[src/logic/mac_addr_pkg.sv]
// constants and types shared by the multiplier and address datapath
// assumes one machine clock and a decoder that drives one-cycle op strobes
package mac_addr_pkg;
  localparam int DATA_W   = 16;
  localparam int PROD_W   = 32;
  localparam int AUX_N    = 8;
  localparam int PTR_W    = 3;
  localparam int SHL_ONE  = 1;
  localparam int SHL_FOUR = 4;
  localparam int SHR_SIX  = 6;
  localparam int SRC_W    = 2;
  localparam int ADJ_W    = 3;

  // product shift mode, ascending encoding
  typedef enum logic [1:0] {
    PSM_NONE  = 2'h0,
    PSM_LEFT1 = 2'h1,
    PSM_LEFT4 = 2'h2,
    PSM_RIGHT6 = 2'h3
  } shift_mode_t;

  // load source for aux registers and pointer
  typedef enum logic [1:0] {
    SRC_DATA = 2'h0,
    SRC_ACC  = 2'h1,
    SRC_PROD = 2'h2,
    SRC_IMM  = 2'h3
  } load_src_t;

  // post-update of the current aux register
  typedef enum logic [2:0] {
    ADJ_NONE = 3'h0,
    ADJ_INC  = 3'h1,
    ADJ_DEC  = 3'h2,
    ADJ_ADDX = 3'h3,
    ADJ_SUBX = 3'h4
  } adjust_t;

  // multiplier operand source for the second input
  typedef enum logic [1:0] {
    OPB_DATA  = 2'h0,
    OPB_SHORT = 2'h1,
    OPB_LONG  = 2'h2,
    OPB_PROG  = 2'h3
  } opb_src_t;

  localparam logic [15:0] ZERO16 = 16'h0000;
  localparam logic [31:0] ZERO32 = 32'h0000_0000;
endpackage

[src/logic/aux_bus_if.sv]
// carries the indirect address and post-update request to the address unit
// assumes both ends share clk
`timescale 1ns/1ps
interface aux_bus_if;
  logic [15:0] curVal;
  logic [15:0] indexVal;
  logic [2:0]  adjust;
  logic [15:0] updVal;
  modport core (output indexVal, output adjust, input updVal, output curVal);
  modport unit (input indexVal, input adjust, output updVal, input curVal);
endinterface // aux_bus_if

[src/logic/address_arith_unit.sv]
// address arithmetic unit: post-update value of the current aux register
// assumes the caller writes updVal back into the current register
`timescale 1ns/1ps
module address_arith_unit (
  aux_bus_if.unit ab
);
  always_comb begin
    case (mac_addr_pkg::adjust_t'(ab.adjust))
      mac_addr_pkg::ADJ_INC:  ab.updVal = ab.curVal + 16'h0001;
      mac_addr_pkg::ADJ_DEC:  ab.updVal = ab.curVal - 16'h0001;
      mac_addr_pkg::ADJ_ADDX: ab.updVal = ab.curVal + ab.indexVal;
      mac_addr_pkg::ADJ_SUBX: ab.updVal = ab.curVal - ab.indexVal;
      default:                ab.updVal = ab.curVal;
    endcase
  end
endmodule // address_arith_unit

[src/logic/mult_aux_datapath.sv]
// multiplier, product shifter and aux register file of the core datapath
// assumes decoder strobes are one-cycle, synchronous to clk
`timescale 1ns/1ps

// What this block does
// - 16x16 multiply yields full 32-bit product in one cycle
// - all multiplies except unsigned one are two's-complement signed
// - 16-bit operand register and 32-bit product register hold operands, result
// - product output passes a four-mode shifter chosen by status word field
// - one mode shifts product left one bit
// - one mode shifts product left four bits for short immediates
// - one mode shifts product right six bits arithmetically
// - load-operand fills operand register; multiply takes data bus, starts
// - multiply also takes short or long immediate from instruction word
// - load-then-multiply gives one product per two cycles, long immediate slower
// - multiply-accumulate takes program and data bus operands each cycle
// - repeated MAC: PC gives coefficients, aux unit gives data addresses
// - repeat-with-clear zeroes accumulator and product before repeat begins
// - move variants copy each sample to the next higher address
// - eight aux registers chosen by a 3-bit pointer
// - aux registers and pointer load from data, acc, product or immediate
// - aux registers go to data memory or to the central arith unit
// - aux registers read and written as memory-mapped data locations
// - current aux register post-updates by one or index in same cycle
// - central arith unit may take shifted product as second input
module mult_aux_datapath (
  // clock and reset
  input  wire logic        clk,
  input  wire logic        rst_n,
  // buses
  input  wire logic [15:0] dataBus,
  input  wire logic [15:0] progBus,
  input  wire logic [15:0] immShort,
  input  wire logic [15:0] immLong,
  input  wire logic [31:0] accIn,
  // multiplier control from decoder
  input  wire logic        loadOperandOp,
  input  wire logic        multiplyOp,
  input  wire logic        unsignedMultiplyOp,
  input  wire logic        multiplyAccumulateOp,
  input  wire logic [1:0]  opbSel,
  input  wire logic        repeatClearOp,
  input  wire logic        moveSampleEn,
  input  wire logic [1:0]  productShiftMode,
  // aux register control
  input  wire logic        auxLoad,
  input  wire logic        ptrLoad,
  input  wire logic [1:0]  auxLoadSrc,
  input  wire logic [2:0]  auxLoadSel,
  input  wire logic [15:0] auxImm,
  input  wire logic        indirectEn,
  input  wire logic [2:0]  auxAdjust,
  input  wire logic        indexLoad,
  input  wire logic [3:0]  auxMapAddr,
  input  wire logic        auxMapWrite,
  // outputs
  output logic      [15:0] operandOut,
  output logic      [31:0] productOut,
  output logic      [31:0] shiftedProduct,
  output logic      [15:0] dataAddr,
  output logic      [15:0] moveAddr,
  output logic             moveWrite,
  output logic             clearAcc,
  output logic      [15:0] auxOut,
  output logic      [15:0] auxMapData,
  output logic      [2:0]  auxPointer,
  output logic      [15:0] indexOut
);
  localparam int N = mac_addr_pkg::AUX_N;

  logic [15:0] operandReg, operandNext;
  logic [31:0] productReg, productNext;
  logic [15:0] auxRegs [N];
  logic [15:0] auxNext [N];
  logic [2:0]  auxPointerReg, auxPointerNext;
  logic [15:0] indexReg, indexNext;
  logic [15:0] dataAddrReg, dataAddrNext;
  logic        moveWriteReg, moveWriteNext;
  logic        clearAccReg, clearAccNext;
  logic [15:0] opB;
  logic [31:0] prodSigned, prodUnsigned;
  logic [15:0] loadVal;
  aux_bus_if ab ();

  address_arith_unit u_address_arith_unit (
    .ab (ab)
  );

  function automatic logic [15:0] pick_load(
    input logic [1:0]  src,
    input logic [15:0] d,
    input logic [31:0] acc,
    input logic [31:0] prod,
    input logic [15:0] imm
  );
    case (mac_addr_pkg::load_src_t'(src))
      mac_addr_pkg::SRC_DATA: pick_load = d;
      mac_addr_pkg::SRC_ACC:  pick_load = acc[15:0];
      mac_addr_pkg::SRC_PROD: pick_load = prod[15:0];
      default:                pick_load = imm;
    endcase
  endfunction

  // second multiplier operand
  always_comb begin
    case (mac_addr_pkg::opb_src_t'(opbSel))
      mac_addr_pkg::OPB_SHORT: opB = immShort;
      mac_addr_pkg::OPB_LONG:  opB = immLong;
      mac_addr_pkg::OPB_PROG:  opB = progBus;
      default:                 opB = dataBus;
    endcase
  end

  // full-width products, no truncation
  assign prodSigned = 32'($signed(operandReg) * $signed(opB));
  assign prodUnsigned = 32'(operandReg * opB);

  always_comb begin
    operandNext = operandReg;
    productNext = productReg;
    clearAccNext = 1'b0;
    if (loadOperandOp) begin
      operandNext = dataBus;
    end
    if (repeatClearOp) begin
      productNext = mac_addr_pkg::ZERO32;
      clearAccNext = 1'b1;
    end else if (unsignedMultiplyOp) begin
      productNext = prodUnsigned;
    end else if (multiplyOp) begin
      productNext = prodSigned;
    end else if (multiplyAccumulateOp) begin
      // mac: coefficient from program bus times sample from data, sample into operand
      productNext = 32'($signed(progBus) * $signed(dataBus));
      operandNext = dataBus;
    end
  end

  always_ff @(posedge clk or negedge rst_n) begin
    if (!rst_n) begin
      operandReg  <= mac_addr_pkg::ZERO16;
      productReg  <= mac_addr_pkg::ZERO32;
      clearAccReg <= 1'b0;
    end else begin
      operandReg  <= operandNext;
      productReg  <= productNext;
      clearAccReg <= clearAccNext;
    end
  end

  // product shifter feeding the central arith unit
  always_comb begin
    case (mac_addr_pkg::shift_mode_t'(productShiftMode))
      mac_addr_pkg::PSM_LEFT1:
        shiftedProduct = productReg << mac_addr_pkg::SHL_ONE;
      mac_addr_pkg::PSM_LEFT4:
        shiftedProduct = productReg << mac_addr_pkg::SHL_FOUR;
      mac_addr_pkg::PSM_RIGHT6:
        shiftedProduct = 32'($signed(productReg) >>>
                             mac_addr_pkg::SHR_SIX);
      default:
        shiftedProduct = productReg;
    endcase
  end

  // address unit hookup
  assign ab.curVal   = auxRegs[auxPointerReg];
  assign ab.indexVal = indexReg;
  assign ab.adjust   = indirectEn ? auxAdjust : 3'h0;
  assign loadVal = pick_load(auxLoadSrc, dataBus, accIn, productReg, auxImm);

  always_comb begin
    for (int i = 0; i < N; i++) begin
      auxNext[i] = auxRegs[i];
    end
    auxPointerNext = auxPointerReg;
    indexNext = indexReg;
    dataAddrNext = dataAddrReg;
    moveWriteNext = 1'b0;
    if (indirectEn) begin
      dataAddrNext = auxRegs[auxPointerReg];
      auxNext[auxPointerReg] = ab.updVal;
      moveWriteNext = moveSampleEn;
    end
    // explicit loads win over post-update
    if (auxLoad) begin
      auxNext[auxLoadSel] = loadVal;
    end
    if (auxMapWrite && !auxMapAddr[3]) begin
      auxNext[auxMapAddr[2:0]] = dataBus;
    end
    if (ptrLoad) begin
      auxPointerNext = loadVal[2:0];
    end
    if (indexLoad) begin
      indexNext = dataBus;
    end
  end

  always_ff @(posedge clk or negedge rst_n) begin
    if (!rst_n) begin
      for (int i = 0; i < N; i++) begin
        auxRegs[i] <= mac_addr_pkg::ZERO16;
      end
      auxPointerReg <= 3'h0;
      indexReg      <= mac_addr_pkg::ZERO16;
      dataAddrReg   <= mac_addr_pkg::ZERO16;
      moveWriteReg  <= 1'b0;
    end else begin
      for (int i = 0; i < N; i++) begin
        auxRegs[i] <= auxNext[i];
      end
      auxPointerReg <= auxPointerNext;
      indexReg      <= indexNext;
      dataAddrReg   <= dataAddrNext;
      moveWriteReg  <= moveWriteNext;
    end
  end

  // outputs
  assign operandOut = operandReg;
  assign productOut = productReg;
  assign dataAddr   = dataAddrReg;
  assign moveAddr   = dataAddrReg + 16'h0001;
  assign moveWrite  = moveWriteReg;
  assign clearAcc   = clearAccReg;
  assign auxOut     = auxRegs[auxPointerReg];
  assign auxMapData = auxRegs[auxMapAddr[2:0]];
  assign auxPointer = auxPointerReg;
  assign indexOut   = indexReg;
endmodule // mult_aux_datapath

[config.mk]
export PLATFORM = sky130hd
export DESIGN_NAME = mult_aux_datapath
export DESIGN_NICKNAME = d
export VERILOG_FILES = /design/src/logic/mac_addr_pkg.sv /design/src/logic/aux_bus_if.sv /design/src/logic/address_arith_unit.sv /design/src/logic/mult_aux_datapath.sv
export SDC_FILE = /design/constraint.sdc
export NUM_CORES = 2
export LEC_CHECK = 0
export BUFFER_PORTS_ARGS = -buffer_cell sky130_fd_sc_hd__buf_2
export CORE_ASPECT_RATIO = 1.4
export CORE_MARGIN = 1
export CORE_UTILIZATION = 45
export DETAILED_ROUTE_END_ITERATION = 16
export PLACE_DENSITY_LB_ADDON = 0.2
export SETUP_SLACK_MARGIN = 0.2
export SLEW_MARGIN = 0
export SYNTH_ARGS = -nofsm -noshare
export SYNTH_HDL_FRONTEND = slang
export SYNTH_SLANG_ARGS = --single-unit
[constraint.sdc]
create_clock -name clk -period 13.45 [get_ports clk]
set_clock_uncertainty 0.05 [all_clocks]
set_input_delay 0.6725 -clock clk [delete_from_list [all_inputs] [get_ports clk]]
set_output_delay 0.6725 -clock clk [all_outputs]
set_load 0.01 [all_outputs]
=== Yosys cells after proc, flatten, opt, wreduce, memory -nomap -nowiden ===
Cells that the tools add are included.

* Add/sub/neg operators: 5
* Multipliers: 3
* Magnitude comparators: 6
* Equal/unequal tests: 12
* Muxes and demuxes: 34
* Bitwise logic cells: 3
* Reductions and logical operators: 7

{| class="wikitable"
|+ Operator list
! cell !! count
|-
| 128-bit bitwise mux || 3
|-
| 128-bit two-way mux || 3
|-
| 16-bit two-way mux || 12
|-
| 16-bit demux with 3-bit select || 3
|-
| 32-bit two-way mux || 4
|-
| 16-bit binary-select mux with 3-bit select || 2
|-
| 16-bit by 16-bit multiplier with 32-bit output || 3
|-
| 16-bit case mux with 3 select lines || 2
|-
| 32-bit case mux with 3 select lines || 1
|-
| 16-bit case mux with 4 select lines || 1
|-
| 16-bit by 1-bit adder with 16-bit output, second input constant || 2
|-
| 16-bit adder || 1
|-
| 16-bit by 1-bit subtractor with 16-bit output, second input constant || 1
|-
| 16-bit subtractor || 1
|-
| 4-bit greater-or-equal comparator, second input constant || 3
|-
| 4-bit by 1-bit less-than comparator with 1-bit output, second input constant || 3
|-
| 3-bit inverter with 4-bit output || 3
|-
| 2-bit equality test, second input constant || 5
|-
| 2-bit by 1-bit equality test with 1-bit output, second input constant || 3
|-
| 3-bit by 2-bit equality test with 1-bit output, second input constant || 2
|-
| 1-bit logical AND || 4
|-
| 4-bit nonzero test || 1
|-
| 3-bit by 1-bit equality test with 1-bit output, second input constant || 1
|-
| 3-bit equality test, second input constant || 1
|-
| other kinds (4) || 5
|}

* Flip-flop bits (word level): 213
* Bits of input ports: 141
* Word-level logic and storage cells: 85

=== Logic depth before layout (Yosys ltp) ===
* Depth in word-level cells: 12
* Mapped depth: 28
* Gate-level depth less buffers: 26

=== Modules after synthesis ===
Synthesis repeated with hierarchy kept, for this count alone.

* Cell total of the unflattened synthesis: 4356
* Area total of the unflattened synthesis: 40329.9 µm²

{| class="wikitable"
|+ By module, submodules not included
! module !! times used !! cells each !! area each (µm²)
|-
| mult_aux_datapath || 1 || 4155 || 38929.8
|-
| address_arith_unit || 1 || 201 || 1400.1
|}

=== Least setup slack after synthesis ===
OpenSTA, ideal clock, no wires.

* Kind: input -> register
* Start: in opbSel[1]
* End: reg productReg[31] (netlist: productOut[31])
* Setup time: 0.121 ns
* Arrival: 8.076 ns
* Data required time: 13.279 ns
* Setup slack: 5.203 ns
* Cell stages on the path: 25
* Buffers on the path: 3
* Cell sequence: clkbuf_1 -> buf_1 -> mux4_2 -> clkbuf_1 -> nand2_1 -> inv_1 -> fa_1 -> fa_1 -> fa_1 -> fa_1 -> fa_1 -> inv_1 -> fa_1 -> inv_1 -> ha_1 -> and3_1 -> nand4_1 -> or3b_1 -> o2111a_1 -> a21oi_1 -> a211oi_1 -> xnor2_1 -> o21ai_1 -> a21oi_1 -> a22o_1

* Cells in the longest elaborated chain, start to end: 6
* Elaborated cells between the ends (all ways): 9
* Classes of those cells: 2 x mul; 3 x eq/ne; 4 x mux

{| class="wikitable"
|+ Ends and longest elaborated chain
! item !! line !! source
|-
| from (decl) || mult_aux_datapath.sv:41 || <nowiki>input wire logic [1:0] opbSel,</nowiki>
|-
| 2-bit equality test or 2-bit by 1-bit equality test with 1-bit output (tied branches) || mult_aux_datapath.sv:106 || <nowiki>case (mac_addr_pkg::opb_src_t'(opbSel))</nowiki>
|-
| 16-bit case mux with 3 select lines (*) || mult_aux_datapath.sv:106 ||
|-
| 16-bit by 16-bit multiplier with 32-bit output || mult_aux_datapath.sv:115 || <nowiki>assign prodSigned = 32'($signed(operandReg) * $signed(opB));</nowiki>
|-
| 32-bit two-way mux || mult_aux_datapath.sv:130 || <nowiki>end else if (multiplyOp) begin</nowiki>
|-
| 32-bit two-way mux (*) || mult_aux_datapath.sv:128 || <nowiki>end else if (unsignedMultiplyOp) begin</nowiki>
|-
| 32-bit two-way mux (*) || mult_aux_datapath.sv:125 || <nowiki>if (repeatClearOp) begin</nowiki>
|-
| to (signal assigned) || mult_aux_datapath.sv:142 || <nowiki>productReg <= mac_addr_pkg::ZERO32;</nowiki>
|-
| to (signal assigned) || mult_aux_datapath.sv:146 || <nowiki>productReg <= productNext;</nowiki>
|-
| to (decl) || mult_aux_datapath.sv:72 || <nowiki>logic [31:0] productReg, productNext;</nowiki>
|}

Mark *: on every way between the ends. The rest lies on a longest branch, timed or not.
A chain may end at the register's enable or synchronous reset.

=== Worst setup path in the final report ===
Ends and elaborated chain as after synthesis.

==> impl_metrics.ini <==
[clocking]
cts-root-to-sink-buffers = 3
clock_latency_ns = 0.57
clk_root_buffer_cell = clkbuf_16
clock_tree_from_tritoncts = done
clkSinkCount = 213
post-cts-setup-buffers = 0
cts_buffer_count = 25
clock_tree.htree_level_count = 1
post_cts_resize_count = 0
worst_setup_hold_path_clk_slew_ns = 0.06
hold_buffers = 0

[drt]
initialDrtViolationCount = 2391
final_antenna_net_count = 0
via_count = 32910
route.detailed.vias_per_inst = 5.76
route.detailed.drc = 0
wirelength_um = 132000
routed_wire_length_per_instance_um = 23.2
pre_repair_dr_iteration_count = 6

[worst_setup_path]
timing.reg2reg.worst_path_depth = 22
worstReg2RegEnd = productOut[31]
crit_path_start = opbSel[1]
setup_crit_end_kind = flop
path_buf_inv = 4
critical_path_cell_count = 23
timing.critical_path.max_delay_family = adder cells
timing.critical_path.cells = buf_2, mux4_2, nand2_1, inv_1, fa_1, fa_1, fa_1, fa_1, fa_1, inv_1, fa_1, inv_1, ha_1, and3_1, nand4_1, nor4_1, o311ai_1, a21oi_1, a211oi_1, xnor2_1, o21ai_1, a21oi_1, a22o_1
max_stage_delay_ns = 0.94
rr_startpoint = operandOut[15]
critPathRequiredTime_ns = 13.85
cpMostUsedCell = fa_1
regToRegSetupSlack_ns = 6.21
critical_path.slowest_cell = fa_1
crit_path_end = productOut[31]
critical_path_class = in2reg
worst_ep_arrival_time_ns = 8.57
crit_path_max_fanout = 16
worstSetupStartpointType = input pin

[layout]
layout_common_cells = 753 x inv_1, 629 x fa_1, 482 x nand2_1
layout_commonest_cell = inv_1
nets = 5538
stdcell_count = 5711
areaGrowthSynthToFinish_pct = 8.74
post_route_cells_drive_above_1_share_pct = 13.6

[global_route]
via_count_of_the_first_global_routing_pass = 33938
global_route.overflow_total = 0
globalRouteTotalUtil_pct = 29.9
grt_pass1_wl_um = 202000
grt_max_degree = 90
grt_antenna_before_repair = 12

[die]
core_region_area_um2 = 87300
die_height_um = 354
start_util_pct = 45.7
fp-row-count = 128
ios = 306
dieWidth_um = 254
die_area_um2 = 89800

[yosys]
syn_inst = 4369
synthesis_stage_register_bit_count = 213
synth_edf_count = 0
warning_count_from_the_yosys_run = 0
cell_variety_after_synth = 77
synthesis.area_per_instance_um2 = 9.12
mappedNetlistArea_um2 = 39900
postSynthNetCount = 5390
synth-main-ff-cell = dfrtp_1
synth_async_sr_flop_share_pct = 100
synth-seq-area-share_pct = 13.4

[sta]
relSlewSlack_pct = 22.4
total_negative_slack_for_setup_checks_ns = 0
setup_ws_ns = 5.28
max_freq_mhz = 122
setup_repair_after_global_routing_missed_its_margin = no
layout_min_cycle_time_ns = 8.17
worstMarginPinSlew_ns = 1.15
hold_viol = 0
final_max_slew_viol_count = 0
period_share_pct = 60.8
setup_viol = 0
fin_worst_hold_slack_ns = 0.0397

[placement]
placement.io_buffers = 289
place.gp.congestion = 0.960
detailed_place_hpwl_um = 102000
placed_cells_incl_taps = 5660
dpl_worst_slack_ns = 4.75

[hold_path]
tightest_hold_check_type = in2async

[job]
maxCapViolCount = 0

[run_status]
outcome = completed
-- state kept, by name, summed over array words and instances (netlist names) --
name / cells
operandOut: 16
auxRegs: 128
dataAddr: 16
auxPointer: 3
moveWrite: 1
indexOut: 16
productOut: 32
clearAcc: 1
-- cells in the mapped netlist (6+ instances only) --
| master | number | share of area [%] |
|---|---|---|
| nand3_1 | 31 | 0.39 |
| nor3_1 | 46 | 0.58 |
| or3_1 | 9 | 0.14 |
| dfrtp_1 | 213 | 13 |
| o211ai_1 | 19 | 0.36 |
| o21bai_1 | 6 | 0.11 |
| and2_1 | 208 | 3.3 |
| ha_1 | 251 | 7.9 |
| o2111ai_1 | 7 | 0.15 |
| mux4_2 | 121 | 6.8 |
| buf_2 | 17 | 0.21 |
| nor2b_1 | 17 | 0.27 |
| nand2_1 | 482 | 4.5 |
| clkbuf_1 | 195 | 1.8 |
| xnor2_1 | 77 | 1.7 |
| nand2b_1 | 58 | 0.91 |
| a21oi_1 | 265 | 3.3 |
| mux2i_1 | 55 | 1.4 |
| xor2_1 | 32 | 0.70 |
| a31oi_1 | 31 | 0.49 |
| fa_1 | 629 | 32 |
| a21o_1 | 44 | 0.83 |
| a22oi_1 | 7 | 0.13 |
| a211oi_1 | 99 | 1.9 |
| a22o_1 | 11 | 0.24 |
| and3_1 | 14 | 0.22 |
| o22ai_1 | 6 | 0.094 |
| buf_1 | 16 | 0.15 |
| mux2_2 | 62 | 1.8 |
| nor2_1 | 299 | 2.8 |
| inv_1 | 753 | 7.1 |
| o21ai_1 | 30 | 0.38 |
| o221ai_1 | 14 | 0.31 |
| nand4_1 | 12 | 0.19 |
| o31ai_1 | 7 | 0.13 |
| o21ai_0 | 123 | 1.5 |
| o21a_1 | 21 | 0.40 |
| nor4_1 | 9 | 0.14 |
-- logic make-up after synthesis --
logic type,after synthesis,share of synthesized area (%)
and+or+nand+nor,1209,14.0
buffers and inverters,985,9.34
adders and majority gates,880,39.5
AOI/OAI and AO/OA,735,11.5
muxes,238,9.97
DFF,213,13.4
xor gates and xnor gates,109,2.40
-- stage by stage --
stage	utilization, %	cell area (um2)
6_report	49.6	43300
5_1_grt	49.6	43300
4_1_cts	49.6	43300
3_5_place_dp	48.6	42400
3_3_place_gp	48.6	42400
2_1_floorplan	-	39900
-- final cells by class --
| class | instances | area [um2] |
|---|---|---|
| fill | 8314 | 43900 |
| multi-input combinational | 3171 | 30900 |
| sequential | 213 | 5330 |
| inverter | 754 | 2830 |
| timing repair buffer | 352 | 1930 |
| tap | 1170 | 1460 |
| clock buffer | 34 | 719 |
| clock inverter | 11 | 183 |
| antenna | 6 | 15.0 |
-- worst min-delay path by stage --
| stage | cells after the start | slack [ns] | end | startpoint |
|---|---|---|---|---|
| detailed placement | 2 | 0.51 | auxRegs[95] | auxRegs[95] |
| floorplan | 0 | 0.33 | auxPointer[0] | rst_n |
| CTS | 1 | 0.09 | auxRegs[87] | rst_n |
| finish | 1 | 0.04 | auxRegs[117] | rst_n |
| global route | 1 | 0.09 | auxRegs[117] | rst_n |
| global placement | 2 | 0.51 | auxRegs[95] | auxRegs[95] |
-- worst reg2reg max path: stages (launching register included) --
cell      delay, ns
dfrtp_1        0.36
buf_4          0.23
nand2_1        0.16
inv_1          0.10
fa_1           0.67
fa_1           0.94
fa_1           0.54
fa_1           0.51
fa_1           0.49
inv_1          0.05
fa_1           0.47
inv_1          0.04
ha_1           0.37
and3_1         0.23
nand4_1        0.23
nor4_1         0.36
o311ai_1       0.25
a21oi_1        0.37
a211oi_1       0.15
xnor2_1        0.16
o21ai_1        0.12
a21oi_1        0.05
a22o_1         0.23
-- routing by layer --
metal / up-vias / routed length (um) / global-route usage, %
met3: 330 / 9780 / 4.37
met4: 10 / 7100 / 14.6
met5: - / 69 / 0
met1: 16737 / 48800 / 35.5
met2: 1351 / 66500 / 52.7
li1: 14482 / - / -
Power is not shown: default switching activity piles up to over one toggle a cycle in this logic, so the estimate is an artifact.
